[config.mk]
export PLATFORM = sky130hd
export DESIGN_NAME = mthd_detector
export DESIGN_NICKNAME = d
export VERILOG_FILES = /design/src/mthd_pkg.sv /design/src/mthd_detector.sv /design/src/mthd_axis_cmp.sv /design/src/mthd_debounce.sv
export VERILOG_INCLUDE_DIRS = /design/src
export SDC_FILE = /design/constraint.sdc
export NUM_CORES = 1
export LEC_CHECK = 0
export ABC_AREA = 1
export CORE_UTILIZATION = 65
export DETAILED_ROUTE_END_ITERATION = 12
export DONT_BUFFER_PORTS = 1
export MAX_ROUTING_LAYER = met4
export PLACE_DENSITY = 0.91
export SLEW_MARGIN = 25
export SYNTH_ARGS = -nofsm -noshare
export SYNTH_HDL_FRONTEND = slang
export SYNTH_HIERARCHICAL = 1
export SYNTH_SLANG_ARGS = --single-unit
[constraint.sdc]
create_clock -name CLK -period 9.2 [get_ports CLK]
set_input_delay 0.92 -clock CLK [delete_from_list [all_inputs] [get_ports CLK]]
set_output_delay 0.92 -clock CLK [all_outputs]
set_load 0.1 [all_outputs]
[src/mthd_defines.svh]
// Register offsets, reset values and mode codes of the magnetic threshold detector
`ifndef MTHD_DEFINES_SVH
`define MTHD_DEFINES_SVH

`define MTHD_ADDR_SRC      8'h53
`define MTHD_ADDR_X_HI     8'h54
`define MTHD_ADDR_X_LO     8'h55
`define MTHD_ADDR_Y_HI     8'h56
`define MTHD_ADDR_Y_LO     8'h57
`define MTHD_ADDR_Z_HI     8'h58
`define MTHD_ADDR_Z_LO     8'h59
`define MTHD_ADDR_COUNT    8'h5A

`define MTHD_RST_BYTE      8'h00
`define MTHD_RST_HI        7'h00
`define MTHD_RST_CNT       8'h00
`define MTHD_CNT_ONE       8'h01
`define MTHD_CLR_MODE_BIT  7
`define MTHD_HI_MSB        6

`define MTHD_MODE_MAG      2'h1
`define MTHD_MODE_HYB      2'h3

`define MTHD_AXES          3
`define MTHD_THS_W         15
`define MTHD_MAG_W         16
`define MTHD_CORR_ZERO     17'h00000

`endif

[src/mthd_pkg.sv]
// Types shared by the magnetic threshold detector modules
package mthd_pkg;

  typedef struct packed {
    logic active;
    logic rsvd;
    logic z_evt;
    logic z_neg;
    logic y_evt;
    logic y_neg;
    logic x_evt;
    logic x_neg;
  } mthd_src_type;

  typedef struct packed {
    logic above;
    logic below;
    logic neg;
  } mthd_axis_res_type;

  typedef struct packed {
    logic       latch_en;
    logic       or_sel;
    logic [2:0] axis_en;
    logic       int_en;
    logic       int_route;
  } mthd_cfg_type;

endpackage : mthd_pkg

[src/mthd_detector.sv]
// Magnetic threshold event detector with its register port and interrupt routing
//
// Overview of operation
// - Event-active bit set when combination true
// - Source captures live event, or holds latched
// - Axis event flag shows detection per axis
// - Polarity flag: zero positive, one negative
// - Disabled axis reads zero event and polarity
// - Thresholds are unsigned 15-bit, 0.1 uT steps
// - Threshold split into high and low bytes
// - Offset-corrected data compared unless raw selected
// - Debounce mode one clears counter on miss
// - Debounce mode zero decrements counter on miss
// - Eight-bit count sets required qualifying samples
// - Event flag set when counter reaches count
// - Counter saturates at programmed count
// - Counter steps once per output sample
// - Hybrid mode halves rate, doubling step
// - Latch holds flag until source read
// - AND of below, or OR of above
// - Enabled flag routed to pin one or two
`timescale 1ns/1ps
`include "mthd_defines.svh"

module mthd_detector (
  input  wire logic                                  CLK,
  input  wire logic                                  RESET,
  input  wire logic [7:0]                            REG_ADDR,
  input  wire logic [7:0]                            REG_WDATA,
  input  wire logic                                  REG_WR,
  input  wire logic                                  REG_RD,
  output logic      [7:0]                            REG_RDATA,
  input  wire logic                                  SAMPLE_STROBE,
  input  wire logic [`MTHD_AXES-1:0][`MTHD_MAG_W-1:0] MAG_SAMPLE,
  input  wire logic [`MTHD_AXES-1:0][`MTHD_MAG_W-1:0] MAG_OFFSET,
  input  wire logic                                  RAW_OUTPUT,
  input  wire logic [1:0]                            SENSOR_MODE,
  input  wire mthd_pkg::mthd_cfg_type                CFG,
  input  wire logic                                  IRQ_ONE_OTHER,
  input  wire logic                                  IRQ_TWO_OTHER,
  output logic                                       IRQ_PIN_ONE,
  output logic                                       IRQ_PIN_TWO,
  output logic                                       EVENT_ACTIVE_FLAG
);

  logic [6:0]                   ths_hi_ff [`MTHD_AXES];
  logic [7:0]                   ths_lo_ff [`MTHD_AXES];
  logic                         clr_mode_ff;
  logic [7:0]                   count_ff;
  logic                         phase_ff;
  logic [7:0]                   rdata_ff;
  logic                         irq_one_ff;
  logic                         irq_two_ff;
  mthd_pkg::mthd_src_type       src_ff;
  mthd_pkg::mthd_src_type       nxt_src;
  mthd_pkg::mthd_src_type       src_view;
  mthd_pkg::mthd_axis_res_type  res [`MTHD_AXES];
  logic [`MTHD_AXES-1:0]        axis_evt;
  logic [`MTHD_AXES-1:0]        axis_neg;
  logic                         cond;
  logic                         step;
  logic                         trig;
  logic                         hold_latched;
  logic                         src_rd;
  logic [7:0]                   cnt;

  // Per-axis threshold registers and comparators
  generate
    for (genvar i = 0; i < `MTHD_AXES; i++)
    begin : g_axis
      logic [7:0] hi_addr;
      logic [7:0] lo_addr;

      assign hi_addr = `MTHD_ADDR_X_HI + 8'(2 * i);
      assign lo_addr = `MTHD_ADDR_X_LO + 8'(2 * i);

      always_ff @(posedge CLK)
      begin
        if (RESET)
        begin
          ths_hi_ff[i] <= `MTHD_RST_HI;
          ths_lo_ff[i] <= `MTHD_RST_BYTE;
        end
        else if (REG_WR)
        begin
          if (REG_ADDR == hi_addr)
            ths_hi_ff[i] <= REG_WDATA[`MTHD_HI_MSB:0];
          if (REG_ADDR == lo_addr)
            ths_lo_ff[i] <= REG_WDATA;
        end
      end

      mthd_axis_cmp u_cmp (
        .sample    (MAG_SAMPLE[i]),
        .offset    (MAG_OFFSET[i]),
        .raw_mode  (RAW_OUTPUT),
        .threshold ({ths_hi_ff[i], ths_lo_ff[i]}),
        .res       (res[i])
      );

      // Axis takes part only while its enable is set
      assign axis_evt[i] = CFG.axis_en[i] &&
                           (CFG.or_sel ? res[i].above : res[i].below);
      assign axis_neg[i] = res[i].neg;
    end
  endgenerate

  // Debounce mode bit lives in the X high byte, count in its own register
  always_ff @(posedge CLK)
  begin
    if (RESET)
    begin
      clr_mode_ff <= 1'b0;
      count_ff    <= `MTHD_RST_CNT;
    end
    else if (REG_WR)
    begin
      if (REG_ADDR == `MTHD_ADDR_X_HI)
        clr_mode_ff <= REG_WDATA[`MTHD_CLR_MODE_BIT];
      if (REG_ADDR == `MTHD_ADDR_COUNT)
        count_ff <= REG_WDATA;
    end
  end

  // AND of enabled below-flags, or OR of enabled above-flags
  assign cond = CFG.or_sel ? |axis_evt
                           : (|CFG.axis_en) && &(axis_evt | ~CFG.axis_en);

  // Hybrid mode: every second system sample carries magnetic data
  always_ff @(posedge CLK)
  begin
    if (RESET)
      phase_ff <= 1'b0;
    else if (SENSOR_MODE != `MTHD_MODE_HYB)
      phase_ff <= 1'b0;
    else if (SAMPLE_STROBE)
      phase_ff <= ~phase_ff;
  end

  assign step = SAMPLE_STROBE &&
                ((SENSOR_MODE == `MTHD_MODE_MAG) ||
                 ((SENSOR_MODE == `MTHD_MODE_HYB) && phase_ff));

  mthd_debounce u_debounce (
    .clk        (CLK),
    .reset      (RESET),
    .step       (step),
    .cond       (cond),
    .clear_mode (clr_mode_ff),
    .limit      (count_ff),
    .cnt_ff     (cnt),
    .trig       (trig)
  );

  // Source register: capture on trigger, latched events survive until read
  assign src_rd       = REG_RD && (REG_ADDR == `MTHD_ADDR_SRC);
  assign hold_latched = CFG.latch_en && src_ff.active && !src_rd;

  always_comb
  begin
    nxt_src = src_ff;
    if (step && trig && !hold_latched)
    begin
      nxt_src.active = 1'b1;
      nxt_src.rsvd   = 1'b0;
      nxt_src.x_evt  = axis_evt[0];
      nxt_src.x_neg  = axis_evt[0] && axis_neg[0];
      nxt_src.y_evt  = axis_evt[1];
      nxt_src.y_neg  = axis_evt[1] && axis_neg[1];
      nxt_src.z_evt  = axis_evt[2];
      nxt_src.z_neg  = axis_evt[2] && axis_neg[2];
    end
    else if (CFG.latch_en ? src_rd : step)
      nxt_src = '0;
  end

  always_ff @(posedge CLK)
  begin
    if (RESET)
      src_ff <= '0;
    else
      src_ff <= nxt_src;
  end

  // Disabled axes always read as zero
  always_comb
  begin
    src_view       = src_ff;
    src_view.x_evt = src_ff.x_evt && CFG.axis_en[0];
    src_view.x_neg = src_ff.x_neg && CFG.axis_en[0];
    src_view.y_evt = src_ff.y_evt && CFG.axis_en[1];
    src_view.y_neg = src_ff.y_neg && CFG.axis_en[1];
    src_view.z_evt = src_ff.z_evt && CFG.axis_en[2];
    src_view.z_neg = src_ff.z_neg && CFG.axis_en[2];
  end

  // Read data is registered; unmapped addresses read zero
  always_ff @(posedge CLK)
  begin
    if (RESET)
      rdata_ff <= `MTHD_RST_BYTE;
    else if (REG_RD)
    begin
      unique case (REG_ADDR)
        `MTHD_ADDR_SRC:   rdata_ff <= src_view;
        `MTHD_ADDR_X_HI:  rdata_ff <= {clr_mode_ff, ths_hi_ff[0]};
        `MTHD_ADDR_X_LO:  rdata_ff <= ths_lo_ff[0];
        `MTHD_ADDR_Y_HI:  rdata_ff <= {1'b0, ths_hi_ff[1]};
        `MTHD_ADDR_Y_LO:  rdata_ff <= ths_lo_ff[1];
        `MTHD_ADDR_Z_HI:  rdata_ff <= {1'b0, ths_hi_ff[2]};
        `MTHD_ADDR_Z_LO:  rdata_ff <= ths_lo_ff[2];
        `MTHD_ADDR_COUNT: rdata_ff <= count_ff;
        default:          rdata_ff <= `MTHD_RST_BYTE;
      endcase
    end
  end

  // Interrupt routing, OR'd with the other sources of each pin
  always_ff @(posedge CLK)
  begin
    if (RESET)
    begin
      irq_one_ff <= 1'b0;
      irq_two_ff <= 1'b0;
    end
    else
    begin
      irq_one_ff <= IRQ_ONE_OTHER || (CFG.int_en && CFG.int_route && nxt_src.active);
      irq_two_ff <= IRQ_TWO_OTHER || (CFG.int_en && !CFG.int_route && nxt_src.active);
    end
  end

  assign REG_RDATA         = rdata_ff;
  assign IRQ_PIN_ONE       = irq_one_ff;
  assign IRQ_PIN_TWO       = irq_two_ff;
  assign EVENT_ACTIVE_FLAG = src_ff.active;
endmodule : mthd_detector

[src/mthd_axis_cmp.sv]
// Offset correction and threshold comparison for one axis
`timescale 1ns/1ps
`include "mthd_defines.svh"

module mthd_axis_cmp (
  input  wire logic [`MTHD_MAG_W-1:0]       sample,
  input  wire logic [`MTHD_MAG_W-1:0]       offset,
  input  wire logic                         raw_mode,
  input  wire logic [`MTHD_THS_W-1:0]       threshold,
  output mthd_pkg::mthd_axis_res_type       res
);

  logic [`MTHD_MAG_W:0] sample_ext;
  logic [`MTHD_MAG_W:0] offset_ext;
  logic [`MTHD_MAG_W:0] corr;
  logic [`MTHD_MAG_W:0] mag;
  logic [`MTHD_MAG_W:0] ths_ext;

  assign sample_ext = {sample[`MTHD_MAG_W-1], sample};
  assign offset_ext = {offset[`MTHD_MAG_W-1], offset};
  // Offset-corrected data unless raw output is selected
  assign corr       = raw_mode ? sample_ext : sample_ext - offset_ext;
  assign mag        = corr[`MTHD_MAG_W] ? `MTHD_CORR_ZERO - corr : corr;
  assign ths_ext    = {2'h0, threshold};

  always_comb
  begin
    res.above = mag >= ths_ext;
    res.below = mag <= ths_ext;
    res.neg   = corr[`MTHD_MAG_W];
  end

endmodule : mthd_axis_cmp

[src/mthd_debounce.sv]
// Debounce counter of the threshold event condition
`timescale 1ns/1ps
`include "mthd_defines.svh"

module mthd_debounce (
  input  wire logic       clk,
  input  wire logic       reset,
  input  wire logic       step,
  input  wire logic       cond,
  input  wire logic       clear_mode,
  input  wire logic [7:0] limit,
  output logic      [7:0] cnt_ff,
  output logic            trig
);

  logic [7:0] nxt_cnt;

  always_comb
  begin
    if (cond)
      nxt_cnt = (cnt_ff >= limit) ? limit : cnt_ff + `MTHD_CNT_ONE;
    else if (clear_mode)
      nxt_cnt = `MTHD_RST_CNT;
    else if (cnt_ff != `MTHD_RST_CNT)
      nxt_cnt = cnt_ff - `MTHD_CNT_ONE;
    else
      nxt_cnt = `MTHD_RST_CNT;
  end

  // A zero limit triggers on the first qualifying sample
  assign trig = step && cond && (nxt_cnt >= limit);

  always_ff @(posedge clk)
  begin
    if (reset)
      cnt_ff <= `MTHD_RST_CNT;
    else if (step)
      cnt_ff <= nxt_cnt;
  end

endmodule : mthd_debounce

* Yosys cells after proc, flatten, opt, wreduce, memory -nomap -nowiden
Memories as Yosys holds them, arrays and structs flattened. Index checks and enable logic that the tools add are counted.
Storage, ports and cells: register bits 35, bits in latches 0, memory bits (writable) 45, memory bits (read-only) 0, output and inout port bits 11, word-level logic and storage cells 142, memories 2
Operators by class: add/subtract/negate cells 8, $mul 0, div/mod/pow operators 0, order comparisons 8, equal/unequal tests 11, shift-type cells 0, muxes and demuxes 50, bitwise operators 9, reduce and logical (&&, ||, !) cells 40
Memory list:
- ths_lo_ff | words 3, bits a word 8, rd ports 3, clocked after memory_dff 0, write ports 3, line mthd_detector.sv:47 | logic [7:0] ths_lo_ff [`MTHD_AXES];
- ths_hi_ff | words 3, bits a word 7, rd ports 3, clocked after memory_dff 0, write ports 3, line mthd_detector.sv:46 | logic [6:0] ths_hi_ff [`MTHD_AXES];
Operators by type and width (number):
- 17-bit 2-to-1 mux | 6
- 8-bit 2-to-1 mux | 9
- 8-bit by 7-bit == test with 1-bit output, second input constant | 8
- 8-bit case mux with 8 select lines | 1
- 17-bit by 15-bit greater-or-equal comparator with 1-bit output | 3
- 17-bit by 15-bit <= comparator with 1-bit output | 3
- 1-bit by 17-bit subtractor with 17-bit output, first input constant | 3
- 16-bit by 16-bit subtractor with 17-bit output | 3
- 1-bit 2-to-1 mux | 31
- 1-bit logical AND | 26
- 7-bit 2-to-1 mux | 3
- 8-bit greater-or-equal comparator | 2
- 8-bit by 1-bit adder with 8-bit output, second input constant | 1
- 8-bit nonzero test | 1
- 8-bit by 1-bit subtractor with 8-bit output, second input constant | 1
- 1-bit bitwise OR | 6
- 3-bit OR reduction | 2
- 2-bit AND reduction | 2
- 1-bit zero test | 3
- 1-bit logical OR | 3
- 3-bit NOT | 1
- 3-bit bitwise OR | 1
- 3-bit AND reduction | 1
- 2-bit by 1-bit == test with 1-bit output, second input constant | 1
- 5 further kinds | 5

* Depth between registers and ports, before layout
depth in word-level cells 19, depth in mapped cells 54, gate-level depth less buffers 54

* Hierarchy
The synthesis kept the hierarchy.
By module, submodules not included:
- mthd_axis_cmp at g_axis[1].u_cmp ... | instances 2, cells each 418, area each 2137.0 um^2
- mthd_detector | instances 1, cells each 436, area each 3593.4 um^2
- mthd_axis_cmp at g_axis[0].u_cmp | instances 1, cells each 422, area each 2137.0 um^2
- mthd_debounce | instances 1, cells each 206, area each 1292.5 um^2

* Least setup slack after synthesis
No wires, ideal clock.
path type input to register, start input port MAG_SAMPLE[0] (netlist bit), end register src_ff[0] (netlist bit), setup time 132 ps, arrival 6516 ps, required time 9068 ps, path slack 2552 ps, cell stages on the path 47, buffers on the path 1, cell sequence inv_1 > ha_1 > fa_1 > nand2_1 > o21ai_1 > ha_1 > inv_1 > nor2_1 > nand3_1 > nor2_1 > nand3_1 > nor2_1 > nand3_1 > nand2_1 > nand3_1 > nand2_1 > inv_1 > ha_1 > [... 11 more ...] > o21ai_0 > buf_2 > nand3_1 > nand2_1 > nand2_1 > and2_1 > ha_1 > inv_1 > a21oi_1 > o21ai_0 > nand2_1 > o2111ai_1 > nand3_1 > inv_1 > nor3b_2 > nand2_4 > nand3_1 > a21oi_1
RTL lines:
- from (decl) | line mthd_detector.sv:34 | input wire logic [`MTHD_AXES-1:0][`MTHD_MAG_W-1:0] MAG_SAMPLE,
- to (signal assigned) | line mthd_detector.sv:182 | src_ff <= nxt_src;
- to (decl) | line mthd_detector.sv:54 | mthd_pkg::mthd_src_type src_ff;

==> summary.txt <==
Die
  • Core box area: 16,800 um2
  • Row count: 47
  • Die height: 134 um
  • I/O pin total: 140
  • Die W: 134 um
  • Initial Util: 0.674
  • Die ar.: 17,900 um2

Global route
  • First-pass GRT wire length: 47.8 mm
  • Vias in the first global route: 10,700
  • GRT Util Overall: 0.333
  • GRT Residual Overflow: 0
  • Antenna violations before repair: 0
  • Pin count of the biggest net entering global routing: 67

Layout
  • Fin nets: 2,127
  • FILL cells: 1,479
  • Final core occ: 0.696
  • Sequential Area: 2050 um2
  • Antenna fix cells: 0
  • P&R area growth vs syn: 3.32%
  • Share of cells above drive strength 1: 0.0573
  • Fin area: 11,700 um2
  • Multi-input gate area: 7610 um2

Place
  • GPL Wtd Cong: 1.02
  • Worst slack at placement: 1330 ps
  • Post-DP HPWL: 23.2 mm
  • Post-DP Area: 11,400 um2
  • I/O Buffers: 0

Clock network
  • Clock sink count: 80
  • Num CTS Buffers: 9
  • Root Buffer: clkbuf_16
  • Clk Latency, worst-skew pair: 340 ps
  • # hold bufs at CTS: 0
  • Clock Path Buffers: 2
  • Clk slew on worst S/H paths: 60 ps
  • Depth of the CTS H-tree: 3
  • Post-CTS Resized: 0
  • CTS tree: done
  • Post-CTS setup buffer count: 0

Critical path
  • WP data arrival: 7970 ps
  • Critical path origin: MAG_SAMPLE[0]
  • Worst Path Required: 9480 ps
  • Most used cell, CP: nand2_1
  • FF-to-FF setup slack: 4190 ps
  • RR Startpoint: ths_hi_ff[0][6]$_SDFFCE_PN0P_
  • R2R Path End: IRQ_PIN_TWO$_SDFF_PP0_
  • Slowest CP cell: or4_1
  • Endpoint type of the worst setup path: register
  • Worst Path Max Fanout: 13
  • CP Launch Type: input port
  • Worst setup path endpoint: IRQ_PIN_TWO$_SDFF_PP0_
  • Critical Path Max Stage Delay: 520 ps
  • Crit Path Category: input port to register
  • Worst r2r path cells: 32

Timing
  • RSZ-0062 raised after global routing: false
  • Fin. max-slew vios: 0
  • Tmin final: 7690 ps
  • Hold Vio Cnt, Final: 0
  • Worst Skew: 9.18 ps
  • Period utilisation layout: 0.836
  • Setup TNS: 0 ps
  • Worst setup margin: 1510 ps
  • Fin Hold WS: 468 ps
  • Max frequency: 130 MHz
  • Relative max-transition margin: 0.277
  • # setup viols final: 0
  • Worst-Margin Slew: 1080 ps

Synth
  • Register area share after synthesis: 0.182
  • Mean Syn Cell Area: 5.95 um2
  • Syn Std Cell Area: 11,300 um2
  • Mapped Nets: 2,147
  • Synth warn: 6
  • Post-synthesis cell count: 1,900
  • Synth Register Bits: 80
  • Synth cell types: 49

Detailed routing
  • Total iterations of the first detailed-routing run: 6
  • Vias/cell: 5.59
  • Routed WL: 28.7 mm
  • Drt wl/cell: 13.6 um
  • Via count: 11,800
  • Antenna Violating Nets Remaining: 0
  • Initial DRC count: 1,000
  • Residual DRC: 0

Power and ir drop
  • Pwr per Cell Area: 124 nW/um2
  • Power share of the combinational group: 0.449
  • Max VDD drop: 0.0995 mV
  • Clock network fraction of design power: 0.267
  • Switch share: 0.403
  • Internal power: 861 uW
  • Static leakage: 6.53 nW
  • Sequential share of power: 0.283
  • Psw: 582 uW

Job
  • Max-Cap Viols: 0

Min path
  • Hold Path Class: register to register

Run status
  • Outcome: finished clean
cells in the final DEF, fill, tap and decap left out, types with 4 or more instances in the layout:
cell type and instances:
nand2_1 571, inv_1 352, nand3_1 227, nor2_1 178, ha_1 115, a21oi_1 92
edfxtp_1 45, dfxtp_1 35, xor2_1 35, o21ai_0 30, nand4_1 25, nand2_2 18
nand3_2 15, inv_2 14, nor2_2 12, nor3_1 11, xnor2_1 10, nand3b_1 10
o21ai_1 9, clkbuf_16 9, nor2_4 8, or2_2 7, and2_1 6, inv_4 4
per-layer routing:
metal,global-route usage,share of wire,vias to the layer above
met4,0.0979,0.027,0
li1,-,-,5949
met5,-,0,-
met1,0.425,0.43,5251
met2,0.548,0.46,495
met3,0.0465,0.080,73
sequential cells by signal, indices dropped and copies added, names as in the netlist:
name               cells
phase_ff               1
REG_RDATA              8
count_ff               8
ths_lo_ff             24
clr_mode_ff            1
IRQ_PIN_ONE            1
EVENT_ACTIVE_FLAG      1
ths_hi_ff             21
src_ff                 6
IRQ_PIN_TWO            1
u_debounce/cnt_ff      8
Yosys cell counts (all sizes together):
cell / n / area, um2
inv: 370 / 1400
nand4: 25 / 156
nor4: 3 / 18.8
a21o: 3 / 22.5
a31oi: 1 / 12.5
nand2: 590 / 2270
nand3: 242 / 1290
o31ai: 4 / 40.0
edfxtp: 45 / 1350
fa: 3 / 60.1
xor2: 35 / 307
nor3b: 1 / 12.5
clkbuf: 10 / 37.5
buf: 23 / 198
dfxtp: 35 / 701
ha: 115 / 1440
or2: 8 / 50.1
and2: 6 / 37.5
o22ai: 3 / 18.8
o21bai: 3 / 22.5
nor3: 14 / 97.6
xnor2: 10 / 87.6
nor2: 198 / 833
o21a: 1 / 7.51
a211oi: 1 / 7.51
nand3b: 10 / 75.1
clkinv: 1 / 3.75
o2111ai: 3 / 26.3
or4: 1 / 7.51
o21ai: 43 / 245
a21oi: 93 / 469
critical path: cells and delay by family:
family,cells,cell delay [ps]
simple gates,29,3850
fa+ha+maj,4,1150
compound gates,6,1130
buf+inv,10,930
power groups by stage:
stage | registers, mW | logic, mW | clock network, mW
floorplan | 0.409 | 0.525 | 0
global placement | 0.416 | 0.612 | 0
detailed placement | 0.416 | 0.634 | 0
CTS | 0.408 | 0.639 | 0.385
global route | 0.410 | 0.745 | 0.402
finish | 0.408 | 0.648 | 0.386
layout make-up:
type,instances,area share
Inverter,371,0.120
Sequential cell,80,0.176
Clock buffer,10,0.0196
Tap cell,220,0.0236
Clock inverter,6,0.00783
Timing Repair Buffer,2,0.00129
Multi-Input combinational cell,1416,0.652
how the worst min path moves through the flow:
stage	from	end	slack, ps	depth (start not counted)
after floorplan	count_ff[1]$_SDFFE_PP0P_	count_ff[1]$_SDFFE_PP0P_	440	2
after global placement	count_ff[1]$_SDFFE_PP0P_	count_ff[1]$_SDFFE_PP0P_	460	2
after detailed placement	count_ff[4]$_SDFFE_PP0P_	count_ff[4]$_SDFFE_PP0P_	460	2
after CTS	count_ff[4]$_SDFFE_PP0P_	count_ff[4]$_SDFFE_PP0P_	470	2
after global routing	count_ff[1]$_SDFFE_PP0P_	count_ff[1]$_SDFFE_PP0P_	500	2
final	count_ff[4]$_SDFFE_PP0P_	count_ff[4]$_SDFFE_PP0P_	470	2
per-stage QoR:
step	cells	power, mW
6_report	2105	1.44
3_5_place_dp	2089	1.05
4_1_cts	2105	1.43
5_1_grt	2105	1.56
2_1_floorplan	1900	0.934
3_3_place_gp	2089	1.03
logic make-up after synthesis:
group                    synth area share
adder cells (fa/ha/maj)             0.133
XOR/XNOR                           0.0349
AO/OA/AOI/OAI                      0.0772
flip-flops                          0.182
buffers and inverters               0.145
AND/OR/NAND/NOR                     0.429
No activity file was read; power rests on OpenSTA's default activity.
